## src/hw/shift_pkg.sv

```systemverilog
// shared types, register map and constants for the configurable shift register
package shift_pkg;

  // --------------------------------------------------------------------------
  // build-time choices
  // --------------------------------------------------------------------------
  typedef enum logic [1:0] {
    parallel_in_parallel_out,
    parallel_in_serial_out,
    serial_in_parallel_out,
    serial_in_serial_out
  } arrangement_e;

  // active level settings shared by clear, load and advance enables
  localparam logic [1:0] LEVEL_LOW = 2'h0;
  localparam logic [1:0] LEVEL_HIGH = 2'h1;
  localparam logic [1:0] LEVEL_OMITTED = 2'h2;

  // legal register widths
  localparam int WIDTH_MIN = 2;
  localparam int WIDTH_MAX_LARGE = 512;
  localparam int WIDTH_MAX_SMALL = 99;
  localparam int WIDTH_DEFAULT = 8;

  // load data buffer
  localparam int FIFO_DEPTH = 16;

  // --------------------------------------------------------------------------
  // register map (byte addresses, one 32-bit word each)
  // --------------------------------------------------------------------------
  localparam int ADDR_WIDTH = 12;
  localparam logic [11:0] COMMAND_OFFSET = 12'h000;
  localparam logic [11:0] STATUS_OFFSET = 12'h004;
  localparam logic [11:0] WORD_SEL_OFFSET = 12'h008;
  localparam logic [11:0] VALUE_OFFSET = 12'h00C;

  // command register fields (write-only pulses)
  localparam int CMD_LOAD_POS = 0;
  localparam int CMD_ADVANCE_POS = 1;
  localparam int CMD_SERIAL_POS = 2;

  // status register fields
  localparam int STAT_SERIAL_POS = 0;
  localparam int STAT_EMPTY_POS = 1;
  localparam int STAT_FULL_POS = 2;
  localparam int STAT_COUNT_POS = 8;

  // word select register
  localparam int WORD_SEL_WIDTH = 4;
  localparam logic [3:0] WORD_SEL_RESET = 4'h0;
  localparam logic [31:0] READ_RESET = 32'h0000_0000;

  // software command bundle, one cycle wide
  typedef struct packed {
    logic load;
    logic advance;
    logic serial_bit;
  } shift_cmd_s;

  localparam shift_cmd_s CMD_IDLE = '{load: 1'b0, advance: 1'b0, serial_bit: 1'b0};

  // true when a control pin sits at its configured active level
  function automatic logic is_active(input logic [1:0] level, input logic pin);
    logic hit;
    hit = 1'b0;
    if (level == LEVEL_LOW) begin
      hit = ~pin;
    end else if (level == LEVEL_HIGH) begin
      hit = pin;
    end
    return hit;
  endfunction : is_active

endpackage : shift_pkg

```

## src/hw/configurable_shift_register.sv

```systemverilog
// configurable shift register with apb control and a buffered parallel load path
`timescale 1ns/1ps

// Overview of operation
// [RULE_01] The register width is a build parameter of 2 to 512 bits on large parts and 2 to 99 on the rest.
// [RULE_02] Shift register and load buffer updates use one clock edge, rising by default or falling by choice; apb logic is always rising.
// [RULE_03] An optional asynchronous clear of selectable polarity forces all bits and the serial output to zero.
// [RULE_04] An active load enable at the edge copies the parallel word in and the serial output shows its top bit;
// the code copies the oldest buffered word instead, and nothing while the buffer is empty.
// [RULE_05] The load enable may be active low, active high, or left out.
// [RULE_06] When load and shift are requested together the load is done and the shift dropped; with an empty buffer the code drops both.
// [RULE_07] A shift without a load moves bits up by one and puts the serial input into the lowest bit.
// [RULE_08] The shift enable may be active low or active high.
// [RULE_09] Four port arrangements exist and the chosen one decides which data ports are live.
// [RULE_10] The serial-output arrangements keep the register contents internal.
// [RULE_11] The parallel-output arrangements have no serial output.
// [RULE_12] Without a load function the register is built as a serial-input arrangement.
// [RULE_13] A serial output always shows the top bit of the register.
// [RULE_14] With no clear, no load and no shift at an edge the register holds its value.
module configurable_shift_register #(
  parameter int width = shift_pkg::WIDTH_DEFAULT,
  parameter bit large_family = 1'b1,
  parameter shift_pkg::arrangement_e arrangement = shift_pkg::parallel_in_parallel_out,
  parameter bit falling_edge = 1'b0,
  parameter logic [1:0] clear_active_level = shift_pkg::LEVEL_LOW,
  parameter logic [1:0] load_active_level = shift_pkg::LEVEL_HIGH,
  parameter logic [1:0] advance_enable_active_level = shift_pkg::LEVEL_HIGH
) (
  input wire logic pclk,
  input wire logic presetn,
  input wire logic psel,
  input wire logic penable,
  input wire logic pwrite,
  input wire logic [shift_pkg::ADDR_WIDTH-1:0] paddr,
  input wire logic [31:0] pwdata,
  output logic [31:0] prdata,
  output logic pready,
  output logic pslverr,
  input wire logic clear_in,
  input wire logic load_enable,
  input wire logic advance_enable,
  input wire logic serial_in,
  input wire logic data_valid,
  output logic data_ready,
  input wire logic [width-1:0] data_in,
  output logic [width-1:0] parallel_out,
  output logic serial_out
);

  // --------------------------------------------------------------------------
  // build-time derivation of the live arrangement
  // --------------------------------------------------------------------------
  localparam int cw = $clog2(shift_pkg::FIFO_DEPTH + 1);
  // width limit depends on the device family; only checked here, not clamped
  localparam int width_max = large_family ? shift_pkg::WIDTH_MAX_LARGE : shift_pkg::WIDTH_MAX_SMALL;
  localparam bit width_ok = (width >= shift_pkg::WIDTH_MIN) && (width <= width_max); // [RULE_01]

  // a register without load can only be filled serially
  localparam bit load_omitted = (load_active_level == shift_pkg::LEVEL_OMITTED);
  localparam shift_pkg::arrangement_e live_arrangement =
    !load_omitted ? arrangement :
    (arrangement == shift_pkg::parallel_in_parallel_out) ? shift_pkg::serial_in_parallel_out :
    (arrangement == shift_pkg::parallel_in_serial_out) ? shift_pkg::serial_in_serial_out :
    arrangement; // [RULE_12]

  // which data ports carry meaning
  localparam bit has_parallel_in = (live_arrangement == shift_pkg::parallel_in_parallel_out) ||
                                   (live_arrangement == shift_pkg::parallel_in_serial_out); // [RULE_09]
  localparam bit has_parallel_out = (live_arrangement == shift_pkg::parallel_in_parallel_out) ||
                                    (live_arrangement == shift_pkg::serial_in_parallel_out); // [RULE_09]
  localparam bit has_serial_out = !has_parallel_out; // [RULE_11]

  // --------------------------------------------------------------------------
  // internal state
  // --------------------------------------------------------------------------
  logic [width-1:0] shift_q;
  logic [width-1:0] fifo_data;
  logic fifo_valid;
  logic [cw-1:0] fifo_count;
  logic [shift_pkg::WORD_SEL_WIDTH-1:0] word_sel;
  shift_pkg::shift_cmd_s sw_cmd;

  // --------------------------------------------------------------------------
  // asynchronous clear
  // --------------------------------------------------------------------------
  // clear is asynchronous by design and so is not synchronised; the function
  // returns zero for the omitted setting, leaving only the bus reset
  wire clear_hit = shift_pkg::is_active(clear_active_level, clear_in); // [RULE_03]
  wire core_rst_n = presetn && !clear_hit; // [RULE_03]

  // --------------------------------------------------------------------------
  // load and shift decisions
  // --------------------------------------------------------------------------
  // pins come from logic on this clock, so they are read without synchronisers
  wire load_pin = has_parallel_in && shift_pkg::is_active(load_active_level, load_enable); // [RULE_05]
  wire load_req = load_pin || (has_parallel_in && sw_cmd.load);
  wire advance_pin = shift_pkg::is_active(advance_enable_active_level, advance_enable); // [RULE_08]
  wire advance_req = advance_pin || sw_cmd.advance;
  // a software shift carries its own serial bit so it cannot race the pin
  wire serial_bit = sw_cmd.advance ? sw_cmd.serial_bit : serial_in;

  // a load with an empty buffer waits: the shift stays blocked so no data slips past
  wire do_load = load_req && fifo_valid; // [RULE_04]
  wire do_shift = advance_req && !load_req; // [RULE_06]

  // --------------------------------------------------------------------------
  // next register value
  // --------------------------------------------------------------------------
  wire [width-1:0] shifted = {shift_q[width-2:0], serial_bit}; // [RULE_07]
  wire [width-1:0] next_shift = do_load ? fifo_data : // [RULE_04]
                                do_shift ? shifted :
                                shift_q; // [RULE_14]
  // serial output follows the new top bit after any update
  wire next_serial_out = has_serial_out ? next_shift[width-1] : 1'b0; // [RULE_13]

  // --------------------------------------------------------------------------
  // register flops on the chosen edge
  // --------------------------------------------------------------------------
  if (falling_edge) begin : g_fall
    always_ff @(negedge pclk or negedge core_rst_n) begin // [RULE_02]
      if (!core_rst_n) begin
        shift_q <= '0; // [RULE_03]
        serial_out <= 1'b0;
      end else begin
        shift_q <= next_shift;
        serial_out <= next_serial_out;
      end
    end
  end else begin : g_rise
    always_ff @(posedge pclk or negedge core_rst_n) begin // [RULE_02]
      if (!core_rst_n) begin
        shift_q <= '0; // [RULE_03]
        serial_out <= 1'b0;
      end else begin
        shift_q <= next_shift;
        serial_out <= next_serial_out;
      end
    end
  end

  // parallel bus exists only in the parallel-output arrangements
  assign parallel_out = has_parallel_out ? shift_q : '0; // [RULE_10]

  // --------------------------------------------------------------------------
  // load data buffer
  // --------------------------------------------------------------------------
  // the buffer is only filled when a parallel input exists; otherwise the
  // source sees data_ready held high by the empty fifo, so its words are dropped
  wire fill_valid = data_valid && has_parallel_in;

  fifo_buffer #(
    .data_width(width),
    .depth(shift_pkg::FIFO_DEPTH),
    .falling_edge(falling_edge)
  ) u_load_fifo (
    .clk(pclk),
    .rst_n(presetn),
    .in_valid(fill_valid),
    .in_ready(data_ready),
    .in_data(data_in),
    .out_valid(fifo_valid),
    .out_ready(do_load),
    .out_data(fifo_data),
    .count(fifo_count)
  );

  wire fifo_full = !data_ready;

  // --------------------------------------------------------------------------
  // apb address decode
  // --------------------------------------------------------------------------
  wire apb_setup = psel && !penable;
  wire apb_access = psel && penable && pready;
  wire hit_command = (paddr == shift_pkg::COMMAND_OFFSET);
  wire hit_status = (paddr == shift_pkg::STATUS_OFFSET);
  wire hit_word_sel = (paddr == shift_pkg::WORD_SEL_OFFSET);
  wire hit_value = (paddr == shift_pkg::VALUE_OFFSET);
  wire mapped = hit_command || hit_status || hit_word_sel || hit_value;
  wire write_ok = apb_access && pwrite && !pslverr;

  // --------------------------------------------------------------------------
  // read data
  // --------------------------------------------------------------------------
  wire [31:0] status_word = (32'(fifo_count) << shift_pkg::STAT_COUNT_POS) |
                            (32'(fifo_full) << shift_pkg::STAT_FULL_POS) |
                            (32'(!fifo_valid) << shift_pkg::STAT_EMPTY_POS) |
                            (32'(serial_out) << shift_pkg::STAT_SERIAL_POS);
  // widened copy so any width can be read in aligned 32-bit slices
  wire [shift_pkg::WIDTH_MAX_LARGE-1:0] wide_value = shift_pkg::WIDTH_MAX_LARGE'(shift_q);
  wire [31:0] value_slice = wide_value[32*word_sel +: 32];
  // serial-output builds keep the contents private, even from software
  wire [31:0] value_word = has_parallel_out ? value_slice : 32'h0000_0000; // [RULE_10]
  wire [31:0] word_sel_word = 32'(word_sel);
  wire [31:0] read_mux = hit_status ? status_word :
                         hit_word_sel ? word_sel_word :
                         hit_value ? value_word :
                         32'h0000_0000;

  // --------------------------------------------------------------------------
  // apb response, one access cycle with no wait states
  // --------------------------------------------------------------------------
  // read data is captured at the setup edge so it stands still for the whole access
  always_ff @(posedge pclk or negedge presetn) begin
    if (!presetn) begin
      pready <= 1'b0;
      pslverr <= 1'b0;
      prdata <= shift_pkg::READ_RESET;
    end else begin
      pready <= apb_setup;
      pslverr <= apb_setup && !mapped;
      prdata <= (apb_setup && !pwrite && mapped) ? read_mux : shift_pkg::READ_RESET;
    end
  end

  // --------------------------------------------------------------------------
  // software controls
  // --------------------------------------------------------------------------
  // command bits become a one-cycle pulse; a falling-edge register samples it
  // at the negedge in the middle of the pulse, so it acts exactly once
  always_ff @(posedge pclk or negedge presetn) begin
    if (!presetn) begin
      sw_cmd <= shift_pkg::CMD_IDLE;
      word_sel <= shift_pkg::WORD_SEL_RESET;
    end else begin
      if (write_ok && hit_command) begin
        sw_cmd.load <= pwdata[shift_pkg::CMD_LOAD_POS];
        sw_cmd.advance <= pwdata[shift_pkg::CMD_ADVANCE_POS];
        sw_cmd.serial_bit <= pwdata[shift_pkg::CMD_SERIAL_POS];
      end else begin
        sw_cmd <= shift_pkg::CMD_IDLE;
      end
      if (write_ok && hit_word_sel) begin
        word_sel <= pwdata[shift_pkg::WORD_SEL_WIDTH-1:0];
      end
    end
  end

  // width_ok documents the legal range for the chosen family; it is kept for
  // readability of the build settings and drives no logic
  wire unused_width_ok = width_ok;

endmodule : configurable_shift_register

```

## src/hw/fifo_buffer.sv

```systemverilog
// parameterised flip-flop fifo holding parallel load words
`timescale 1ns/1ps

module fifo_buffer #(
  parameter int data_width = 8,
  parameter int depth = 16,
  parameter bit falling_edge = 1'b0
) (
  input wire logic clk,
  input wire logic rst_n,
  input wire logic in_valid,
  output logic in_ready,
  input wire logic [data_width-1:0] in_data,
  output logic out_valid,
  input wire logic out_ready,
  output logic [data_width-1:0] out_data,
  output logic [$clog2(depth+1)-1:0] count
);

  localparam int aw = $clog2(depth);
  localparam int cw = $clog2(depth+1);
  localparam logic [cw-1:0] full_count = cw'(depth);

  logic [data_width-1:0] mem [depth];
  logic [aw-1:0] wr_ptr;
  logic [aw-1:0] rd_ptr;

  // --------------------------------------------------------------------------
  // handshake and next state
  // --------------------------------------------------------------------------
  wire push = in_valid && in_ready;
  wire pop = out_valid && out_ready;
  wire [cw-1:0] next_count = cw'(count + cw'(push) - cw'(pop));
  wire [aw-1:0] next_wr_ptr = push ? aw'(wr_ptr + 1'b1) : wr_ptr;
  wire [aw-1:0] next_rd_ptr = pop ? aw'(rd_ptr + 1'b1) : rd_ptr;
  // ready is registered so the source sees it straight from a flop
  wire next_in_ready = (next_count != full_count);

  assign out_valid = (count != '0);
  assign out_data = mem[rd_ptr];

  // --------------------------------------------------------------------------
  // storage on the same edge as the shift register that drains it
  // --------------------------------------------------------------------------
  if (falling_edge) begin : g_fall
    always_ff @(negedge clk or negedge rst_n) begin
      if (!rst_n) begin
        wr_ptr <= '0;
        rd_ptr <= '0;
        count <= '0;
        in_ready <= 1'b1;
      end else begin
        wr_ptr <= next_wr_ptr;
        rd_ptr <= next_rd_ptr;
        count <= next_count;
        in_ready <= next_in_ready;
      end
    end
    // data words need no reset, only the pointers, count and ready flag do
    always_ff @(negedge clk) begin
      if (push) begin
        mem[wr_ptr] <= in_data;
      end
    end
  end else begin : g_rise
    always_ff @(posedge clk or negedge rst_n) begin
      if (!rst_n) begin
        wr_ptr <= '0;
        rd_ptr <= '0;
        count <= '0;
        in_ready <= 1'b1;
      end else begin
        wr_ptr <= next_wr_ptr;
        rd_ptr <= next_rd_ptr;
        count <= next_count;
        in_ready <= next_in_ready;
      end
    end
    always_ff @(posedge clk) begin
      if (push) begin
        mem[wr_ptr] <= in_data;
      end
    end
  end

endmodule : fifo_buffer

```

## config.mk

```make
export PLATFORM = sky130hd
export DESIGN_NAME = configurable_shift_register
export DESIGN_NICKNAME = d
export VERILOG_FILES = /design/src/hw/shift_pkg.sv /design/src/hw/configurable_shift_register.sv /design/src/hw/fifo_buffer.sv
export SDC_FILE = /design/constraint.sdc
export NUM_CORES = 1
export LEC_CHECK = 0
export ABC_AREA = 1
export BUFFER_PORTS_ARGS = -buffer_cell sky130_fd_sc_hd__buf_2
export CELL_PAD_IN_SITES_DETAIL_PLACEMENT = 1
export CELL_PAD_IN_SITES_GLOBAL_PLACEMENT = 2
export CORE_ASPECT_RATIO = 0.9
export CORE_MARGIN = 3
export CORE_UTILIZATION = 41
export CTS_BUF_LIST = sky130_fd_sc_hd__clkbuf_2
export DETAILED_ROUTE_END_ITERATION = 16
export MAX_ROUTING_LAYER = met4
export PLACE_DENSITY_LB_ADDON = 0.08
export SLEW_MARGIN = 30
export SYNTH_ARGS = -nofsm -noshare
export SYNTH_HDL_FRONTEND = slang
export SYNTH_HIERARCHICAL = 1
export SYNTH_SLANG_ARGS = --single-unit
```

## constraint.sdc

```tcl
create_clock -name pclk -period 5.7 [get_ports pclk]
set_input_delay 0.57 -clock pclk [delete_from_list [all_inputs] [get_ports pclk]]
set_output_delay 0.57 -clock pclk [all_outputs]
set_load 0.01 [all_outputs]
```

# --- Yosys cells after proc, flatten, opt, wreduce, memory -nomap -nowiden ---
# Memory sizes are Yosys's and may differ from the RTL's.
# Cells that the tools add are included.
word_totals:
  memories: 1
  ff_bits: 63
  inputBits: 62
  mem_bits_rw: 128
classes:
  muxes: 10
  n_shift: 1
  n_eq_ne: 4
  addsub: 4
  n_bitwise: 2
  n_reduce_logical: 30
memory_table:
  columns: ["name", "words", "word_bits", "read_ports", "rd_ports_with_merged_regs", "wr", "line_no", "text"]
  rows:
  - ["u_load_fifo.mem", 16, 8, 1, 0, 1, "fifo_buffer.sv:24", "logic [data_width-1:0] mem [depth];"]
op_table:
  columns: ["op", "n"]
  rows:
  - ["$shiftx A512 B10 Y32", 1]
  - ["$mux W32", 4]
  - ["$eq A12 B4 Y1 const B", 2]
  - ["$mux W8", 2]
  - ["$logic_and A1 B1 Y1", 15]
  - ["$or A13 B2 Y13", 1]
  - ["$or A13 B3 Y13", 1]
  - ["$eq A12 B3 Y1 const B", 1]
  - ["$logic_not A12 Y1", 1]
  - ["$add A4 B1 Y4 const B", 2]
  - ["$logic_not A1 Y1", 7]
  - ["$add A5 B1 Y5", 1]
  - ["$logic_or A1 B1 Y1", 5]
  - ["$ne A5 B5 Y1 const B", 1]
  - ["$reduce_bool A5 Y1", 1]
  - ["$sub A5 B1 Y5", 1]
  - ["$mux W1", 3]
  - ["$mux W3", 1]
  - ["$reduce_bool A2 Y1", 1]

# --- Longest topological paths before layout ---
# Gate-level depths: netlist of the first run.
logic_depth:
  ltp_word: 6
  mapped_depth: 16

# --- Hierarchy ---
# Netlist of the first run, hierarchy kept.
by_module_without_submodules:
  columns: ["module", "cells_per_inst", "instances", "area_each_um2"]
  rows:
  - ["fifo_buffer", 621, 1, 6358.6]
  - ["configurable_shift_register", 184, 1, 1690.4]

# --- Worst setup path before layout of the first run ---
# OpenSTA, ideal clock, no wires.
synth_path:
  path_kind: "reg2reg"
  startpoint: "register u_load_fifo.count[3]"
  endpoint: "register u_load_fifo.in_ready"
  stages_incl_launch_ff: 15
  setup_time_ns: 0.086
  synth_period_minus_slack_ns: 2.672
  required_ns: 5.614
  arrival_ns: 2.586
  n_path_buf: 0
  path_slack_ns: 3.028
  path_cell_list: "dfrtp_1 inv_1 ha_1 nand3_1 o21ai_1 clkinv_1 nand2_1 inv_1 ha_1 inv_1 ha_1 fa_1 xor2_1 nor3_1 nand3_1"
synth_between:
  elab_chain_cells: 5
synth_rtl:
  columns: ["element", "line_no", "text"]
  rows:
  - ["start, declared", "fifo_buffer.sv:17", "output logic [$clog2(depth+1)-1:0] count"]
  - ["start signal, assigned", "fifo_buffer.sv:75", "count <= next_count;"]
  - ["$reduce_bool A5 Y1", "fifo_buffer.sv:39", "assign out_valid = (count != '0);"]
  - ["via fifo_valid", "configurable_shift_register.sv:78", "logic fifo_valid;"]
  - ["$logic_and A1 B1 Y1", "configurable_shift_register.sv:103", "wire do_load = load_req && fifo_valid;"]
  - ["via do_load", "configurable_shift_register.sv:103", null]
  - ["$logic_and A1 B1 Y1", "fifo_buffer.sv:32", "wire pop = out_valid && out_ready;"]
  - ["via u_load_fifo.pop", "fifo_buffer.sv:32", null]
  - ["$sub A5 B1 Y5", "fifo_buffer.sv:33", "wire [cw-1:0] next_count = cw'(count + cw'(push) - cw'(pop));"]
  - ["via u_load_fifo.next_count[2]", "fifo_buffer.sv:33", null]
  - ["$ne A5 B5 Y1", "fifo_buffer.sv:37", "wire next_in_ready = (next_count != full_count);"]
  - ["via u_load_fifo.next_in_ready", "fifo_buffer.sv:37", null]
  - ["end signal, assigned", "fifo_buffer.sv:76", "in_ready <= next_in_ready;"]
  - ["end, declared", "fifo_buffer.sv:12", "output logic in_ready,"]
# The timed path passes the listed nets, and every way through them passes these cells.
# A chain may end at the register's enable or synchronous reset.

# --- Worst setup path in the final report of the first run ---
layout_path:
  startpoint: "register u_load_fifo.count[2]"
  endpoint: "register u_load_fifo.in_ready"
# The elaborated chain is that of the path after synthesis.

==> impl_metrics.env, run 1 <==
export IMPL_grt_usage=0.1992
export IMPL_drive_gt1_frac=0.1460
export IMPL_numCtsBuffers=17
export IMPL_n_fill_cell=2195
export IMPL_status="complete, no violations"
export IMPL_min_path_type="input pin to flip-flop"
export IMPL_dr_first_iter_drc_count=255
export IMPL_coreArea_sq_mm=0.01882
export IMPL_grt_max_degree=67
export IMPL_path_class="flip-flop to flip-flop"
export IMPL_cp_end_kind="flip-flop"
export IMPL_area_growth_pct=7.788
export IMPL_gr_usage_met3=0.04431
export IMPL_firstDrtPassIters=4
export IMPL_dieArea_sq_mm=0.02135
export IMPL_synth_seq_cells=172
export IMPL_ys_warn_count=6
export IMPL_power_internal_mw=2.143
export IMPL_leakage_nw=3.941
export IMPL_start_util=0.4277
export IMPL_crit_slowest_cell="dfrtp_1"
export IMPL_drc=0
export IMPL_reg2reg_from="u_load_fifo/count[2]$_DFF_PN0_"
export IMPL_mostFrequentLayoutCells="220 x nand2_1, 129 x inv_1, 128 x edfxtp_1"
export IMPL_p_per_area_mw_per_mm2=419.5
export IMPL_rsz0062_at_grt="no"
export IMPL_cp_depth=14
export IMPL_maxSlewViolCount=0
export IMPL_peakVddDrop_v=0.0001816
export IMPL_viasPerCell=4.898
export IMPL_cap_violations=0
export IMPL_slew_headroom=0.3539
export IMPL_swShare=0.4112
export IMPL_synth_seq_area_share=0.6145
export IMPL_grt_busiest_layer="met2"
export IMPL_synthCells=805
export IMPL_period_minus_slack_ns=3.363
export IMPL_grt_use_met1=0.2682
export IMPL_crit_family="adder cells"
export IMPL_hold_violations=0
export IMPL_root_buffer="clkbuf_2"
export IMPL_clk_latency_ns=0.70
export IMPL_switchingPower_mw=1.497
export IMPL_design_area_sq_mm=0.008676
export IMPL_clock_skew_ns=0.04483
export IMPL_r2r_cells=14
export IMPL_start_kind="flip-flop"
export IMPL_num_rows=47
export IMPL_final_core_util=0.4610
export IMPL_pin_count=106
export IMPL_place_area_sq_mm=0.008382
export IMPL_worstPathArrival_ns=4.03
export IMPL_wl_per_cell_um=17.79
export IMPL_cp_num_buf_inv=4
export IMPL_power_share_sequential=0.447
export IMPL_synth_edf_count=128
export IMPL_drtAntennaViolNets=0
export IMPL_antenna_found_initial=2
export IMPL_met2_usage=0.3141
export IMPL_die_y_um=138.9
export IMPL_grt_pass1_wl_um=31770
export IMPL_synth_area_sq_mm=0.008049
export IMPL_cts_tree="done"
export IMPL_clk_path_buf_depth=2
export IMPL_io_buffers=57
export IMPL_grt_pass1_vias=5734
export IMPL_reg2reg_to="u_load_fifo/in_ready$_DFF_PN1_"
export IMPL_setup_viol_count_final=0
export IMPL_setup_tns_ns=0
export IMPL_post_dp_hpwl_um=13280
export IMPL_synth_ff_type="edfxtp_1"
export IMPL_startpoint="u_load_fifo/count[2]$_DFF_PN0_"
export IMPL_period_share=0.5900
export IMPL_crit_path_max_incr_delay_ns=0.45
export IMPL_syn_avg_cell_area_sq_um=9.999
export IMPL_worstMarginPinSlew_ns=0.9655
export IMPL_h_tree_depth=4
export IMPL_path_cells="inv_1 > ha_1 > nand3_1 > o21ai_1 > clkinv_1 > nand2_1 > inv_1 > ha_1 > inv_1 > ha_1 > fa_1 > xor2_1 > nor3_1 > nand3_1"
export IMPL_fmax_ghz=0.2974
export IMPL_fin_nets=938
export IMPL_die_w_um=153.7
export IMPL_final_common_cell="nand2_1"
export IMPL_place_gp_congestion=0.8045
export IMPL_p_comb_frac=0.382
export IMPL_grt_ovfl_total=0
export IMPL_pwr_share_clk=0.172
export IMPL_cp_max_fo=8
export IMPL_endpoint="u_load_fifo/in_ready$_DFF_PN1_"
export IMPL_cts_clk_slew_worst_paths_ns=0.24
export IMPL_async_flop_share=0.2558
export IMPL_r2r_setup_slack_ns=2.34
export IMPL_drt_wl_total_um=19970
export IMPL_numClockSinks=172
export IMPL_required_ns=6.36
export IMPL_ys_types=40
export IMPL_via_count=5500
worst min path at each step:
| stage | startpoint | endpoint | slack (ns) | depth (start not counted) |
|---|---|---|---|---|
| 2_1_floorplan | presetn | prdata[0]$_DFF_PN0_ | 0.27 | 0 |
| 3_3_place_gp | word_sel[0]$_DFFE_PN0P_ | word_sel[0]$_DFFE_PN0P_ | 0.51 | 2 |
| 3_5_place_dp | word_sel[0]$_DFFE_PN0P_ | word_sel[0]$_DFFE_PN0P_ | 0.51 | 2 |
| 4_1_cts | psel | pready$_DFF_PN0_ | 0.06 | 3 |
| 5_1_grt | psel | pready$_DFF_PN0_ | 0.007 | 3 |
| 6_report | psel | pready$_DFF_PN0_ | 0.16 | 3 |
state kept, by name (all words and copies together), names as in the netlist, 3 cells and up:
| name | flops |
|---|---|
| sw_cmd | 3 |
| word_sel | 4 |
| u_load_fifo/mem | 128 |
| u_load_fifo/wr_ptr | 4 |
| prdata | 13 |
| u_load_fifo/count | 5 |
| u_load_fifo/rd_ptr | 4 |
| parallel_out | 8 |
metal layers:
metal | vias to the layer above | wire length (um)
li1 | 2665 | -
met1 | 2719 | 8833
met2 | 108 | 9819
met3 | 8 | 1179
met4 | 0 | 141
met5 | - | 0
metrics by stage:
step | total power [mW] | setup WS (ns) | cells | hold WS [ns]
final | 3.640 | 2.337 | 1123 | 0.1555
after global routing | 3.947 | 2.043 | 1123 | 0.006692
after CTS | 3.711 | 2.286 | 1122 | 0.05649
after detailed placement | 3.080 | 2.294 | 1083 | 0.5127
after global placement | 3.019 | 2.430 | 1083 | 0.5073
after floorplan | 2.642 | 3.028 | 824 | 0.2744
cells in the mapped netlist (3+ instances only):
library cell	n	area [sq um]
dfrtp_1	43	1076
ha_1	11	137.6
buf_4	29	217.7
nand2_2	3	18.77
nor2_2	10	62.56
clkinv_1	3	11.26
nand3_1	120	600.6
o221ai_1	6	52.55
nand2_1	220	825.8
o21ai_2	3	26.28
edfxtp_1	128	3844
inv_1	129	484.2
buf_2	9	45.04
buf_6	5	56.30
o21ai_1	5	25.02
nor2_4	5	56.30
o21ai_0	5	25.02
nor2_1	37	138.9
xor2_1	6	52.55
worst register-to-register path: stages, from the launching register on:
cell and delay (ns):
dfrtp_1 0.45, inv_1 0.09, ha_1 0.15, nand3_1 0.19
o21ai_1 0.31, clkinv_1 0.33, nand2_1 0.18, inv_1 0.14
ha_1 0.30, inv_1 0.04, ha_1 0.21, fa_1 0.44
xor2_1 0.18, nor3_1 0.20, nand3_1 0.11
area by class of cell:
type	count	area, sq um	share of cell area
Timing Repair Buffer	68	387.9	0.04471
Multi-Input combinational cell	471	2310	0.2662
Clock inverter	12	118.9	0.01370
Inverter	134	503.0	0.05798
Clock buffer	20	100.1	0.01154
Antenna cell	1	2.502	0.0002884
Sequential cell	172	4947	0.5702
Tap cell	245	306.5	0.03533
power by group through the flow:
stage | logic [mW] | clock network [mW] | registers, mW
2_1_floorplan | 1.00 | 0 | 1.64
3_3_place_gp | 1.37 | 0 | 1.65
3_5_place_dp | 1.42 | 0 | 1.66
4_1_cts | 1.43 | 0.652 | 1.63
5_1_grt | 1.59 | 0.707 | 1.65
6_report | 1.39 | 0.624 | 1.63
logic make-up (layout without fill, tap and decap cells):
logic type	after synthesis	in the layout	share of synthesized area
XOR/XNOR	6	6	0.006529
AND/OR/NAND/NOR	407	407	0.2266
other	1	21	0.0004659
flip-flops	172	172	0.6145
buffers and inverters	181	234	0.1074
multiplexers	1	1	0.001244
adder cells (fa/ha/maj)	12	12	0.01959
AO/OA/AOI/OAI	25	25	0.02363
what timing repair did:
item,4_1_cts,5_1_grt
endpoints found under the hold margin,49,0
resized for setup,0,0
setup buffers,0,0
hold buffers,7,0
Note: power is estimated with default switching activity, not from simulation.
==> run 2: changes to the inputs <==
--- a/config.mk
+++ b/config.mk
@@ -5,13 +5,13 @@
 export SDC_FILE = /design/constraint.sdc
 export NUM_CORES = 1
 export LEC_CHECK = 0
-export ABC_AREA = 1
+export ABC_AREA = 0
 export BUFFER_PORTS_ARGS = -buffer_cell sky130_fd_sc_hd__buf_2
 export CELL_PAD_IN_SITES_DETAIL_PLACEMENT = 1
 export CELL_PAD_IN_SITES_GLOBAL_PLACEMENT = 2
 export CORE_ASPECT_RATIO = 0.9
 export CORE_MARGIN = 3
-export CORE_UTILIZATION = 41
+export CORE_UTILIZATION = 39
 export CTS_BUF_LIST = sky130_fd_sc_hd__clkbuf_2
 export DETAILED_ROUTE_END_ITERATION = 16
 export MAX_ROUTING_LAYER = met4
==> constraint.sdc (replaced) <==
create_clock -name pclk -period 2.7 [get_ports pclk]
set_input_delay 0.27 -clock pclk [delete_from_list [all_inputs] [get_ports pclk]]
set_output_delay 0.27 -clock pclk [all_outputs]
set_load 0.01 [all_outputs]
==> run 2 against run 1 <==
Against the previous run: the flow now finishes with violations (negative setup slack); sequential power is 120% higher; synthesized cell count is 49% lower; largest power group unchanged; cell count is 30% lower; via count is 29% lower; critical path depth is 1 lower; routed wire length is 24% lower; critical endpoint unchanged; largest cell class unchanged.
==> impl_metrics.env, run 2 <==
export IMPL_status="complete, but fails checks"
export IMPL_violations="negative setup slack"
export IMPL_cap_violations=0
export IMPL_die_y_um=134.0
export IMPL_n_fill_cell=1772
export IMPL_synth_top_area_cell="edfxtp_1"
export IMPL_worstMarginPinSlew_ns=0.6642
export IMPL_required_ns=3.38
export IMPL_ys_warn_count=6
export IMPL_numCtsBuffers=17
export IMPL_synth_seq_area_share=0.6966
export IMPL_dr_first_iter_drc_count=236
export IMPL_cp_end_kind="flip-flop"
export IMPL_largest_reg_flops=128
export IMPL_drive_gt1_frac=0.3139
export IMPL_final_common_cell="edfxtp_1"
export IMPL_yosys_cell_count_top_type="edfxtp_1"
export IMPL_worstPathArrival_ns=3.41
export IMPL_area_growth_pct=17.89
export IMPL_post_dp_hpwl_um=10510
export IMPL_dieArea_sq_mm=0.01986
export IMPL_synthCells=412
export IMPL_ys_types=46
export IMPL_rsz0062_at_grt="yes"
export IMPL_peakVddDrop_v=0.0005847
export IMPL_drc=0
export IMPL_num_rows=46
export IMPL_grt_pass1_wl_um=23990
export IMPL_synth_area_sq_mm=0.007101
export IMPL_h_tree_depth=4
export IMPL_period_share=1.011
export IMPL_synth_area_top_cells="edfxtp_1 54%, dfrtp_1 15%, mux4_2 10%"
export IMPL_pin_count=106
export IMPL_drtAntennaViolNets=0
export IMPL_power_mw=7.366
export IMPL_drt_wl_total_um=15210
export IMPL_grt_ovfl_total=0
export IMPL_clk_latency_ns=0.72
export IMPL_io_buffers=57
export IMPL_slew_headroom=0.5548
export IMPL_period_minus_slack_ns=2.729
export IMPL_clock_skew_ns=0.03483
export IMPL_fin_cells=788
export IMPL_fmax_ghz=0.3664
export IMPL_synth_ff_type="edfxtp_1"
export IMPL_hold_violations=0
export IMPL_firstDrtPassIters=4
export IMPL_antennaDiodeCount=0
export IMPL_synthTopCellsByCount="128 x edfxtp_1, 43 x dfrtp_1, 32 x mux4_2"
export IMPL_leakage_nw=3.209
export IMPL_grt_max_degree=36
export IMPL_numClockSinks=172
export IMPL_setup_viol_count_final=1
export IMPL_synth_edf_count=128
export IMPL_antenna_found_initial=0
export IMPL_setup_slack_ns=-0.02889
export IMPL_coreArea_sq_mm=0.01773
export IMPL_grt_pass1_vias=4198
export IMPL_via_count=3910
export IMPL_start_util=0.4006
export IMPL_wl_per_cell_um=19.30
export IMPL_largest_register="u_load_fifo/mem"
export IMPL_cp_max_fo=3
export IMPL_post_place_ws_ns=-0.09514
export IMPL_placed_cells=721
export IMPL_viasPerCell=4.962
export IMPL_final_core_util=0.4722
export IMPL_place_gp_congestion=0.7791
export IMPL_async_flop_share=0.2558
export IMPL_maxSlewViolCount=0
export IMPL_min_path_type="input pin to async pin"
export IMPL_synth_top_cell_area_share=0.5413
export IMPL_setup_tns_ns=-0.02889
export IMPL_start_kind="flip-flop"
export IMPL_cts_clk_slew_worst_paths_ns=0.23
export IMPL_p_per_area_mw_per_mm2=880.0
export IMPL_root_buffer="clkbuf_2"
export IMPL_mostFrequentLayoutCells="128 x edfxtp_1, 57 x buf_2, 42 x dfrtp_1"
export IMPL_syn_avg_cell_area_sq_um=17.23
export IMPL_startpoint="u_load_fifo/count[2]$_DFF_PN0_"
export IMPL_reg2reg_from="u_load_fifo/count[2]$_DFF_PN0_"
export IMPL_fin_nets=611
export IMPL_cts_tree="done"
export IMPL_clk_path_buf_depth=2
export IMPL_path_class="flip-flop to flip-flop"
export IMPL_r2r_setup_slack_ns=-0.03
export IMPL_grt_usage=0.1684
export IMPL_die_w_um=148.2
export IMPL_synth_seq_cells=172
run 2: cell types whose count changed after synthesis, sizes merged, moves of 17 or more:
cell,delta
inv,-122
and2,+17
mux4,+32
nand2,-209
nand3,-119
nor2,-27
run 2: layer usage:
layer  global-route usage  routed length (um)  vias to the layer above
li1                     -                   -                     1791
met1               0.2318                7265                     2033
met2               0.2546                7180                       72
met3              0.03851                 606                       14
met4              0.04772                 156                        0
met5                    -                   0                        -
run 2: final timing paths:
check,to,depth (start not counted)
setup / recovery,u_load_fifo/in_ready$_DFF_PN1_,13
hold / removal,parallel_out[0]$_DFFE_PN0P_,3
setup reg to reg,u_load_fifo/in_ready$_DFF_PN1_,13
hold reg to reg,parallel_out[7]$_DFFE_PN0P_,1
max in group asynchronous,parallel_out[6]$_DFFE_PN0P_,4
min in group pclk,u_load_fifo/rd_ptr[0]$_DFFE_PN0P_,5
run 2: where the power goes:
group	switching [mW]	total, mW	internal (mW)
registers	0.282	3.52	3.24
logic	1.34	2.61	1.27
clock network	0.823	1.23	0.411
run 2: area by class of cell:
| type | count | area, sq um | area share |
|---|---|---|---|
| Clock inverter | 10 | 101.3 | 0.01211 |
| Clock buffer | 20 | 100.1 | 0.01196 |
| Sequential cell | 172 | 4947 | 0.5910 |
| Inverter | 9 | 33.78 | 0.004036 |
| Timing Repair Buffer | 123 | 890.9 | 0.1064 |
| Tap cell | 240 | 300.3 | 0.03587 |
| Multi-Input combinational cell | 214 | 1997 | 0.2386 |
run 2: logic make-up after synthesis:
logic type | Yosys count | synth area share
other cells | 1 | 0.0005281
buf+inv | 45 | 0.03841
mux | 40 | 0.1144
simple gates | 92 | 0.07436
fa+ha+maj | 12 | 0.02220
xor+xnor | 10 | 0.01233
compound gates | 40 | 0.04123
flops | 172 | 0.6966
run 2: what timing repair did:
item                       CTS  global route
pin swaps                    0             0
setup endpoints to repair    2             2
gates resized for setup      3             0
hold endpoints to repair   193             0
hold buffers                34             0
cloned                       0             0
setup buffers                2             1
run 2: critical path, cell delays in order, from the launching register on:
cell and delay [ns]:
dfrtp_1 0.44, inv_2 0.09, ha_4 0.12, or4b_4 0.47, o21a_1 0.14, and2_4 0.15, ha_4 0.26, inv_2 0.04
ha_4 0.15, fa_2 0.35, a21oi_2 0.13, o21bai_1 0.08, xnor2_1 0.17, nand3b_1 0.11
run 2: stage by stage:
| step | hold slack, ns | cell area, sq um |
|---|---|---|
| floorplan | -0.02559 | 7216 |
| global placement | 0.1163 | 7796 |
| detailed placement | 0.1111 | 7796 |
| CTS | 0.02013 | 8363 |
| global route | 0.01164 | 8371 |
| finish | 0.1008 | 8371 |
